File: src/hw/soc_consts.vh
/*
 * Constants of the system option block: register offsets, field
 * positions, reset values and watchdog counts.
 * Assumes inclusion by bare name from the design files under hw/.
 */
`ifndef SOC_CONSTS_VH
`define SOC_CONSTS_VH

// ----------------------------------------
// Register offsets
// ----------------------------------------
`define SOC_ADDR_W 3
`define SOC_OFF_OPT1 3'h0
`define SOC_OFF_OPT2 3'h1
`define SOC_OFF_IDH 3'h2
`define SOC_OFF_IDL 3'h3
`define SOC_OFF_RST_CAUSE 3'h4

// ----------------------------------------
// Field positions
// ----------------------------------------
`define SOC_OPT1_TMO_HI 7
`define SOC_OPT1_TMO_LO 6
`define SOC_OPT1_STOP 5
`define SOC_OPT1_SER2 4
`define SOC_OPT1_I2C1 3
`define SOC_OPT2_WCLK 7
`define SOC_OPT2_WWIN 6
`define SOC_OPT2_ADTS 4
`define SOC_OPT2_DIV_HI 2

// ----------------------------------------
// Reset values
// ----------------------------------------
`define SOC_OPT1_RST 8'hE0
`define SOC_OPT2_RST 8'h00

// ----------------------------------------
// Service sequence bytes
// ----------------------------------------
`define SOC_SVC_KEY1 8'h55
`define SOC_SVC_KEY2 8'hAA

// ----------------------------------------
// Watchdog counts (log2 overflow, window opens)
// ----------------------------------------
`define SOC_WDG_CNT_W 18
`define SOC_LPO_LOG_1 5'd5
`define SOC_LPO_LOG_2 5'd8
`define SOC_LPO_LOG_3 5'd10
`define SOC_BUS_LOG_1 5'd13
`define SOC_BUS_LOG_2 5'd16
`define SOC_BUS_LOG_3 5'd18
`define SOC_WIN_1 18'd6144
`define SOC_WIN_2 18'd49152
`define SOC_WIN_3 18'd196608

`endif

File: src/hw/soc_clk_div.v
/*
 * Clock output divider: bus clock divided by twice a 3-bit field.
 * Assumes a single clock domain and an asynchronous active-low reset.
 */
`timescale 1ns/1ps

module soc_clk_div (
    input wire clk,
    input wire arst_n,
    input wire [2:0] div_sel,
    output reg clk_out_q,
    output reg clk_out_en_q
);

reg [2:0] cnt_q;

// ----------------------------------------
// Half-period counter and toggle
// ----------------------------------------
always @(posedge clk or negedge arst_n) begin
    if (!arst_n) begin
        cnt_q <= 3'h0;
        clk_out_q <= 1'b0;
        clk_out_en_q <= 1'b0;
    end else if (div_sel == 3'h0) begin
        cnt_q <= 3'h0;
        clk_out_q <= 1'b0;
        clk_out_en_q <= 1'b0;
    end else begin
        clk_out_en_q <= 1'b1;
        if (cnt_q >= div_sel - 3'h1) begin
            cnt_q <= 3'h0;
            clk_out_q <= ~clk_out_q;
        end else begin
            cnt_q <= cnt_q + 3'h1;
        end
    end
end

endmodule // soc_clk_div

File: src/hw/soc_system_option_config.v
/*
 * System option and identification register bank: write-once first and
 * partly write-once second option register, watchdog, stop permit, pin routing, ADC trigger select,
 * clock output divider and part identification.
 * Assumes a plain register port synchronous to clk and a 1 kHz tick
 * pulse from the low-power oscillator, also synchronous to clk.
 */
`timescale 1ns/1ps
`include "soc_consts.vh"

//
// Contract
// - First option register takes only the first write after reset; always readable.
// - Timeout field with clock select sets period; zero disables; 1 kHz gives 2^5/2^8/2^10.
// - Clock select 0 is 1 kHz, 1 is bus; bus gives 2^13/2^16/2^18.
// - Windowed: any reset-status write in first three quarters resets chip.
// - Window opens after 6144, 49152 or 196608 bus counts.
// - Windowed only when window bit set and bus clock selected.
// - Stop permit 1 allows stop; 0 turns stop into illegal-opcode reset.
// - Bit 4 routes serial port 2 to port F 0/1 or port E 6/7.
// - Bit 3 routes I2C port 1 to port F 2/3 or port E 4/5.
// - Watchdog clock select and window enable accept one write after reset.
// - ADC trigger source bit selects counter overflow or interrupt pin.
// - Nonzero divider outputs bus clock over twice value on port A bit 0.
// - Hard-wired 12-bit part number split across two read-only registers.
// - High ID register holds revision in upper bits; writes ignored.
// - 0x55 then 0xAA restarts watchdog; other values force reset when enabled.
module soc_system_option_config #(
    parameter [11:0] PART_NUMBER = 12'h0_ABC, // Arbitrary value
    parameter [3:0] REVISION = 4'h1 // Arbitrary value
) (
    input wire clk,
    input wire arst_n,
    input wire [`SOC_ADDR_W-1:0] reg_addr,
    input wire [7:0] reg_wdata,
    input wire reg_wr,
    input wire reg_rd,
    output reg [7:0] reg_rdata_q,
    input wire lpo_tick,
    input wire stop_exec,
    input wire adc_hw_trigger_enable,
    input wire rtc_overflow,
    input wire irq_pin,
    input wire serial2_transmit,
    output reg serial2_receive_q,
    input wire i2c1_clock_out,
    input wire i2c1_clock_oe,
    output reg i2c1_clock_in_q,
    input wire i2c1_data_out,
    input wire i2c1_data_oe,
    output reg i2c1_data_in_q,
    input wire port_f_bit1_in,
    input wire port_f_bit2_in,
    input wire port_f_bit3_in,
    input wire port_e_bit4_in,
    input wire port_e_bit5_in,
    input wire port_e_bit7_in,
    output reg port_f_bit0_out_q,
    output reg port_f_bit0_oe_q,
    output reg port_f_bit2_out_q,
    output reg port_f_bit2_oe_q,
    output reg port_f_bit3_out_q,
    output reg port_f_bit3_oe_q,
    output reg port_e_bit4_out_q,
    output reg port_e_bit4_oe_q,
    output reg port_e_bit5_out_q,
    output reg port_e_bit5_oe_q,
    output reg port_e_bit6_out_q,
    output reg port_e_bit6_oe_q,
    output reg port_a_bit0_out_q,
    output reg port_a_bit0_oe_q,
    output reg adc_trigger_q,
    output reg stop_enter_q,
    output reg illegal_opcode_reset_q,
    output reg watchdog_reset_q
);

// ----------------------------------------
// Register state
// ----------------------------------------
reg [7:0] opt1_q;
reg opt1_locked_q;
reg wclk_q;
reg wclk_locked_q;
reg wwin_q;
reg wwin_locked_q;
reg adts_q;
reg [2:0] div_q;
reg [7:0] rdata_d;
wire wr_opt1;
wire wr_opt2;
wire wr_rst_cause;
wire wdg_reset;
wire div_clk;
wire div_en;
wire stop_permit;
wire serial2_pin_route;
wire i2c1_pin_route;
wire adc_trigger_source;

assign wr_opt1 = reg_wr && (reg_addr == `SOC_OFF_OPT1);
assign wr_opt2 = reg_wr && (reg_addr == `SOC_OFF_OPT2);
assign wr_rst_cause = reg_wr && (reg_addr == `SOC_OFF_RST_CAUSE);
assign stop_permit = opt1_q[`SOC_OPT1_STOP];
assign serial2_pin_route = opt1_q[`SOC_OPT1_SER2];
assign i2c1_pin_route = opt1_q[`SOC_OPT1_I2C1];
assign adc_trigger_source = adts_q;

// First option register, write-once
always @(posedge clk or negedge arst_n) begin
    if (!arst_n) begin
        opt1_q <= `SOC_OPT1_RST;
        opt1_locked_q <= 1'b0;
    end else if (wr_opt1 && !opt1_locked_q) begin
        opt1_q <= reg_wdata;
        opt1_locked_q <= 1'b1;
    end
end

// Second option register: two write-once bits and two free bit groups
always @(posedge clk or negedge arst_n) begin
    if (!arst_n) begin
        wclk_q <= 1'b0; // Low-power clock after reset
        wclk_locked_q <= 1'b0;
        wwin_q <= 1'b0;
        wwin_locked_q <= 1'b0;
        adts_q <= 1'b0;
        div_q <= 3'h0;
    end else if (wr_opt2) begin
        if (!wclk_locked_q) begin
            wclk_q <= reg_wdata[`SOC_OPT2_WCLK];
            wclk_locked_q <= 1'b1;
        end
        if (!wwin_locked_q) begin
            wwin_q <= reg_wdata[`SOC_OPT2_WWIN];
            wwin_locked_q <= 1'b1;
        end
        adts_q <= reg_wdata[`SOC_OPT2_ADTS];
        div_q <= reg_wdata[`SOC_OPT2_DIV_HI:0];
    end
end

// ----------------------------------------
// Read path
// ----------------------------------------
always @* begin
    rdata_d = 8'h00;
    case (reg_addr)
        `SOC_OFF_OPT1: rdata_d = opt1_q;
        `SOC_OFF_OPT2: rdata_d = {wclk_q, wwin_q, 1'b0, adts_q, 1'b0, div_q};
        `SOC_OFF_IDH: rdata_d = {REVISION, PART_NUMBER[11:8]};
        `SOC_OFF_IDL: rdata_d = PART_NUMBER[7:0];
        default: rdata_d = 8'h00;
    endcase
end

// Read data register, valid only the cycle after the strobe
always @(posedge clk or negedge arst_n) begin
    if (!arst_n) begin
        reg_rdata_q <= 8'h00;
    end else begin
        reg_rdata_q <= reg_rd ? rdata_d : 8'h00;
    end
end

// ----------------------------------------
// Watchdog and clock output
// ----------------------------------------
soc_watchdog u_wdg (
    .clk(clk),
    .arst_n(arst_n),
    .timeout_sel(opt1_q[`SOC_OPT1_TMO_HI:`SOC_OPT1_TMO_LO]),
    .clk_sel(wclk_q),
    .win_en(wwin_q),
    .lpo_tick(lpo_tick),
    .svc_wr(wr_rst_cause),
    .svc_data(reg_wdata),
    .wdg_reset_q(wdg_reset)
);

soc_clk_div u_div (
    .clk(clk),
    .arst_n(arst_n),
    .div_sel(div_q),
    .clk_out_q(div_clk),
    .clk_out_en_q(div_en)
);

// ----------------------------------------
// Stop, trigger and reset outputs
// ----------------------------------------
always @(posedge clk or negedge arst_n) begin
    if (!arst_n) begin
        stop_enter_q <= 1'b0;
        illegal_opcode_reset_q <= 1'b0;
        adc_trigger_q <= 1'b0;
        watchdog_reset_q <= 1'b0;
        port_a_bit0_out_q <= 1'b0;
        port_a_bit0_oe_q <= 1'b0;
    end else begin
        stop_enter_q <= stop_exec && stop_permit;
        illegal_opcode_reset_q <= stop_exec && !stop_permit;
        adc_trigger_q <= adc_hw_trigger_enable && (adc_trigger_source ? irq_pin : rtc_overflow);
        watchdog_reset_q <= wdg_reset;
        port_a_bit0_out_q <= div_clk;
        port_a_bit0_oe_q <= div_en;
    end
end

// ----------------------------------------
// Pin routing
// ----------------------------------------
always @(posedge clk or negedge arst_n) begin
    if (!arst_n) begin
        port_f_bit0_out_q <= 1'b0;
        port_f_bit0_oe_q <= 1'b0;
        port_e_bit6_out_q <= 1'b0;
        port_e_bit6_oe_q <= 1'b0;
        serial2_receive_q <= 1'b1;
        port_f_bit2_out_q <= 1'b0;
        port_f_bit2_oe_q <= 1'b0;
        port_f_bit3_out_q <= 1'b0;
        port_f_bit3_oe_q <= 1'b0;
        port_e_bit4_out_q <= 1'b0;
        port_e_bit4_oe_q <= 1'b0;
        port_e_bit5_out_q <= 1'b0;
        port_e_bit5_oe_q <= 1'b0;
        i2c1_clock_in_q <= 1'b1;
        i2c1_data_in_q <= 1'b1;
    end else begin
        // Serial port 2 transmit on one pin, receive from its partner
        port_f_bit0_out_q <= serial2_transmit;
        port_f_bit0_oe_q <= !serial2_pin_route;
        port_e_bit6_out_q <= serial2_transmit;
        port_e_bit6_oe_q <= serial2_pin_route;
        serial2_receive_q <= serial2_pin_route ? port_e_bit7_in : port_f_bit1_in;
        // I2C port 1 open-drain lines
        port_f_bit2_out_q <= i2c1_clock_out;
        port_f_bit2_oe_q <= i2c1_clock_oe && !i2c1_pin_route;
        port_f_bit3_out_q <= i2c1_data_out;
        port_f_bit3_oe_q <= i2c1_data_oe && !i2c1_pin_route;
        port_e_bit4_out_q <= i2c1_clock_out;
        port_e_bit4_oe_q <= i2c1_clock_oe && i2c1_pin_route;
        port_e_bit5_out_q <= i2c1_data_out;
        port_e_bit5_oe_q <= i2c1_data_oe && i2c1_pin_route;
        i2c1_clock_in_q <= i2c1_pin_route ? port_e_bit4_in : port_f_bit2_in;
        i2c1_data_in_q <= i2c1_pin_route ? port_e_bit5_in : port_f_bit3_in;
    end
end

endmodule // soc_system_option_config

File: src/hw/soc_watchdog.v
/*
 * Watchdog counter with normal and windowed modes.
 * Assumes lpo_tick is a one-cycle pulse per 1 kHz period, synchronous to clk.
 */
`timescale 1ns/1ps
`include "soc_consts.vh"

module soc_watchdog (
    input wire clk,
    input wire arst_n,
    input wire [1:0] timeout_sel,
    input wire clk_sel,
    input wire win_en,
    input wire lpo_tick,
    input wire svc_wr,
    input wire [7:0] svc_data,
    output reg wdg_reset_q
);

reg [`SOC_WDG_CNT_W-1:0] cnt_q;
reg key1_seen_q;
reg [4:0] log_len;
reg [`SOC_WDG_CNT_W-1:0] win_open;
wire enabled;
wire tick;
wire windowed;
wire at_limit;
wire early;

assign enabled = (timeout_sel != 2'b00);
assign tick = clk_sel ? 1'b1 : lpo_tick;
assign windowed = win_en & clk_sel;

// Period and window lookup
always @* begin
    log_len = 5'd0;
    win_open = {`SOC_WDG_CNT_W{1'b0}};
    case ({clk_sel, timeout_sel})
        3'b001: log_len = `SOC_LPO_LOG_1;
        3'b010: log_len = `SOC_LPO_LOG_2;
        3'b011: log_len = `SOC_LPO_LOG_3;
        3'b101: begin
            log_len = `SOC_BUS_LOG_1;
            win_open = `SOC_WIN_1;
        end
        3'b110: begin
            log_len = `SOC_BUS_LOG_2;
            win_open = `SOC_WIN_2;
        end
        3'b111: begin
            log_len = `SOC_BUS_LOG_3;
            win_open = `SOC_WIN_3;
        end
        default: log_len = 5'd0;
    endcase
end

assign at_limit = ({1'b0, cnt_q} >= (({{`SOC_WDG_CNT_W{1'b0}}, 1'b1} << log_len) - 1'b1));
assign early = windowed && (cnt_q < win_open);

// ----------------------------------------
// Counter, service sequence and reset request
// ----------------------------------------
always @(posedge clk or negedge arst_n) begin
    if (!arst_n) begin
        cnt_q <= {`SOC_WDG_CNT_W{1'b0}};
        key1_seen_q <= 1'b0;
        wdg_reset_q <= 1'b0;
    end else begin
        wdg_reset_q <= 1'b0;
        if (!enabled) begin
            cnt_q <= {`SOC_WDG_CNT_W{1'b0}};
            key1_seen_q <= 1'b0;
        end else if (svc_wr) begin
            if (early) begin
                wdg_reset_q <= 1'b1;
                key1_seen_q <= 1'b0;
            end else if (svc_data == `SOC_SVC_KEY1) begin
                key1_seen_q <= 1'b1;
            end else if (svc_data == `SOC_SVC_KEY2 && key1_seen_q) begin
                cnt_q <= {`SOC_WDG_CNT_W{1'b0}};
                key1_seen_q <= 1'b0;
            end else begin
                wdg_reset_q <= 1'b1;
                key1_seen_q <= 1'b0;
            end
        end else if (tick) begin
            if (at_limit) begin
                wdg_reset_q <= 1'b1;
                cnt_q <= {`SOC_WDG_CNT_W{1'b0}};
            end else begin
                cnt_q <= cnt_q + 1'b1;
            end
        end
    end
end

endmodule // soc_watchdog

File: config.mk
export PLATFORM = sky130hd
export DESIGN_NAME = soc_system_option_config
export DESIGN_NICKNAME = d
export VERILOG_FILES = /design/src/hw/soc_clk_div.v /design/src/hw/soc_system_option_config.v /design/src/hw/soc_watchdog.v
export VERILOG_INCLUDE_DIRS = /design/src /design/src/hw
export SDC_FILE = /design/constraint.sdc
export NUM_CORES = 1
export LEC_CHECK = 0
export ABC_AREA = 1
export BUFFER_PORTS_ARGS = -buffer_cell sky130_fd_sc_hd__buf_2
export CORE_ASPECT_RATIO = 1.75
export CORE_MARGIN = 5
export CORE_UTILIZATION = 40
export CTS_BUF_LIST = sky130_fd_sc_hd__clkbuf_16
export DETAILED_ROUTE_END_ITERATION = 6
export RECOVER_POWER = 50
export SLEW_MARGIN = 25
export SYNTH_ARGS = -nofsm -noshare
export SYNTH_HDL_FRONTEND = slang
export SYNTH_HIERARCHICAL = 1
export SYNTH_SLANG_ARGS = --single-unit
File: constraint.sdc
create_clock -name clk -period 3.19 [get_ports clk]
set_input_delay 0.1595 -clock clk [delete_from_list [all_inputs] [get_ports clk]]
set_output_delay 0.1595 -clock clk [all_outputs]
set_load 0.005 [all_outputs]
==> results.json <==
{
  "numCtsBuffers": 9,
  "path_class": "reg -> reg",
  "yosys.area_share.adder": 0.0980,
  "ys_types": 37,
  "tightest_slew_ns": 1.60,
  "synthTopCellsByArea": "dfrtp_1 (38%), nand2_1 (14%), ha_1 (9.3%), nor2_1 (5.7%), inv_1 (5.0%)",
  "place_congestion": 0.853,
  "fin_setup_tns_ns": 0,
  "required_ns": 3.46,
  "wl_per_cell_um": 14.5,
  "dr.first_iter.drc_count": 148,
  "crit_slowest_cell": "dfrtp_1",
  "start_util": 0.410,
  "worstSetupEndpointType": "flip-flop",
  "grt_pass1_wl_um": 17100,
  "start_kind": "flip-flop",
  "cts.sinks": 67,
  "grt-ovfl-total": 0,
  "grt_pass1_vias": 3547,
  "finalSetupViolations": 0,
  "rows": 48,
  "synth-compound-area-share": 0.0512,
  "htreeDepth": 3,
  "peakVddDrop_mv": 0.396,
  "power.density_nw_per_um2": 462,
  "min_period_ns": 2.74,
  "routed_via_density": 4.97,
  "crit_fanout": 16,
  "max_freq_ghz": 0.365,
  "cts_resized": 0,
  "drv_slew": 30,
  "drive_gt1_frac": 0.140,
  "synth-seq-cells": 67,
  "syn2layout_area_growth_pct": 15.8,
  "yosysTopAreaCellShare": 0.378,
  "track_usage": 0.180,
  "drt_first_pass_iters": 4,
  "synthesis.nets": 572,
  "path_common_cell": "nand2_1",
  "slowest_delay_ns": 0.65,
  "synth_mux_area_frac": 0.00558,
  "violations": "max-capacitance violations, max-slew violations",
  "p_leak_nw": 2.32,
  "cp_cell_sequence": "inv_1 > maj3_1 > ha_1 > nand2_1 > inv_1 > o21ai_0 > nand3_1 > nand2_1 > nand3_2 > nor2_1 > nand2_1 > nand2_1",
  "fin_nets": 636,
  "ant_nets": 0,
  "worst_slack_ns": 0.449,
  "synthXorXnorAreaFrac": 0.0261,
  "die_x_um": 85.9,
  "synth.cell_area_um2": 4030,
  "core_area_um2": 9850,
  "root_buffer": "clkbuf_16",
  "post-route-drc-count": 0,
  "antenna_cells": 0,
  "drt_wl_total_um": 10200,
  "pre_cts_slack_ns": 0.489,
  "hold_viol": 0,
  "cp.arrival_ns": 3.01,
  "io_pins": 60,
  "rsz0062_at_grt": "false",
  "maxCapViolCount": 1,
  "port_buffers": 59,
  "post-place-cells": 685,
  "synth_top_cell_by_area": "dfrtp_1",
  "synthCells": 511,
  "antenna_found_initial": 0,
  "synth-simple-area-share": 0.324,
  "critPathBufInv": 2,
  "finalCritPeriodShare": 0.859,
  "dp_hpwl_um": 7810,
  "synth.avg_cell_area_um2": 7.89,
  "cpLargestDelayFamily": "simple AND/OR/NAND/NOR gates",
  "synth.yosys.warnings": 6,
  "slew_headroom": -0.0689,
  "final_cells": 705,
  "cts_tree": "built",
  "finalClockSkew_ns": 0.00778,
  "ctsLongestPathBuffers": 2,
  "clkLatencyLatePin_ns": 0.34,
  "status": "finished with violations",
  "reg2reg_slack_ns": 0.45,
  "synth_top_family_by_area": "simple AND/OR/NAND/NOR gates",
  "hp-class": "in -> reg",
  "ys_seq_area_frac": 0.417,
  "die_y_um": 143,
  "grt_max_degree": 40,
  "path_clk_slew_ns": 0.06,
  "num_vias": 3505,
  "die_area_um2": 12300
}
-- worst min-delay path, delay by kind of cell --
kind	cells	cell delay, ns
buf+inv	1	0.10
simple gates	2	0.09
-- stage by stage --
stage	util	cell area [um2]	hold slack, ns	power (mW)
after global placement	0.448	4410	0.226	1.24
final	0.474	4670	0.0213	2.16
after CTS	0.480	4730	0.0133	2.20
after detailed placement	0.448	4410	0.234	1.25
after floorplan	-	4030	-0.136	1.15
after global routing	0.474	4670	0.0271	2.29
-- cell usage after synthesis (all sizes together) --
library cell	n
a21o	2
ha	30
o21bai	2
dfstp	6
xor2	8
o21ai	16
nor2	67
nor4	2
nand3b	2
dfrtp	61
buf	10
nand3	28
nand4	24
nor3	3
a21oi	17
clkinv	1
xnor2	4
maj3	2
nand2	162
o21a	1
mux2	2
clkbuf	2
inv	59
-- per-layer routing --
| layer | routed length (um) | GRT usage | vias to the layer above |
|---|---|---|---|
| li1 | - | - | 1763 |
| met1 | 3780 | 0.192 | 1628 |
| met2 | 5660 | 0.330 | 91 |
| met3 | 444 | 0.0410 | 23 |
| met4 | 326 | 0.0792 | 0 |
| met5 | 0 | 0 | - |
-- final timing paths --
kind,from,to,cells past startpoint
setup / recovery,wclk_q$_DFFE_PN0P_,u_wdg/cnt_q[10]$_DFFE_PN0P_,12
hold / removal,port_f_bit1_in,serial2_receive_q$_DFF_PN1_,3
setup reg to reg,wclk_q$_DFFE_PN0P_,u_wdg/cnt_q[10]$_DFFE_PN0P_,12
hold reg to reg,u_div/clk_out_en_q$_DFF_PN0_,port_a_bit0_oe_q$_DFF_PN0_,0
max in group asynchronous,arst_n,opt1_q[5]$_DFFE_PN1P_,3
min in group asynchronous,arst_n,u_wdg/cnt_q[3]$_DFFE_PN0P_,2
-- cell usage in the layout (no fill, tap or decap), types with 5 or more instances in the layout --
cell type and count:
nand4_1 23, clkbuf_1 20, a21oi_1 17, dfrtp_1 61, xor2_1 8, ha_1 30, o21ai_0 8, nand3_1 24
nor2_1 63, buf_2 39, dfstp_2 5, nand2_1 156, o21ai_1 8, inv_1 55, clkbuf_16 9
-- area by class of cell --
| class | count | area, um2 |
|---|---|---|
| fill | 1019 | 5180 |
| multi-input combinational | 372 | 2000 |
| sequential | 67 | 1680 |
| timing repair buffer | 65 | 325 |
| clock buffer | 9 | 225 |
| inverter | 60 | 225 |
| tap | 125 | 156 |
| clock inverter | 7 | 52.6 |
-- flip-flops by register name, indices dropped and copies added (netlist names), 3 cells and up --
signal and count:
div_q 3, opt1_q 8, reg_rdata_q 8, u_div/cnt_q 3
u_wdg/cnt_q 18
-- power by group --
part	leakage, nW	total, mW	internal [mW]	switching [mW]
Combinational	1.33	0.283	0.114	0.169
Clock	0.126	0.937	0.530	0.407
Sequential	0.864	0.937	0.906	0.0304
Total	2.32	2.16	1.55	0.607
-- timing repair --
action / CTS / global route
hold buffers: 4 / 0
endpoints found under the hold margin: 28 / 0
buffers inserted: 0 / 0
-- cell families (layout without fill, tap and decap cells) --
logic type	after synthesis	in the layout
buffers and inverters	72	141
DFF	67	67
xor gates and xnor gates	12	12
adders and majority gates	32	32
and+or+nand+nor	288	288
muxes	2	2
AOI/OAI and AO/OA	38	38
Note: power is estimated with default switching activity, not from simulation.
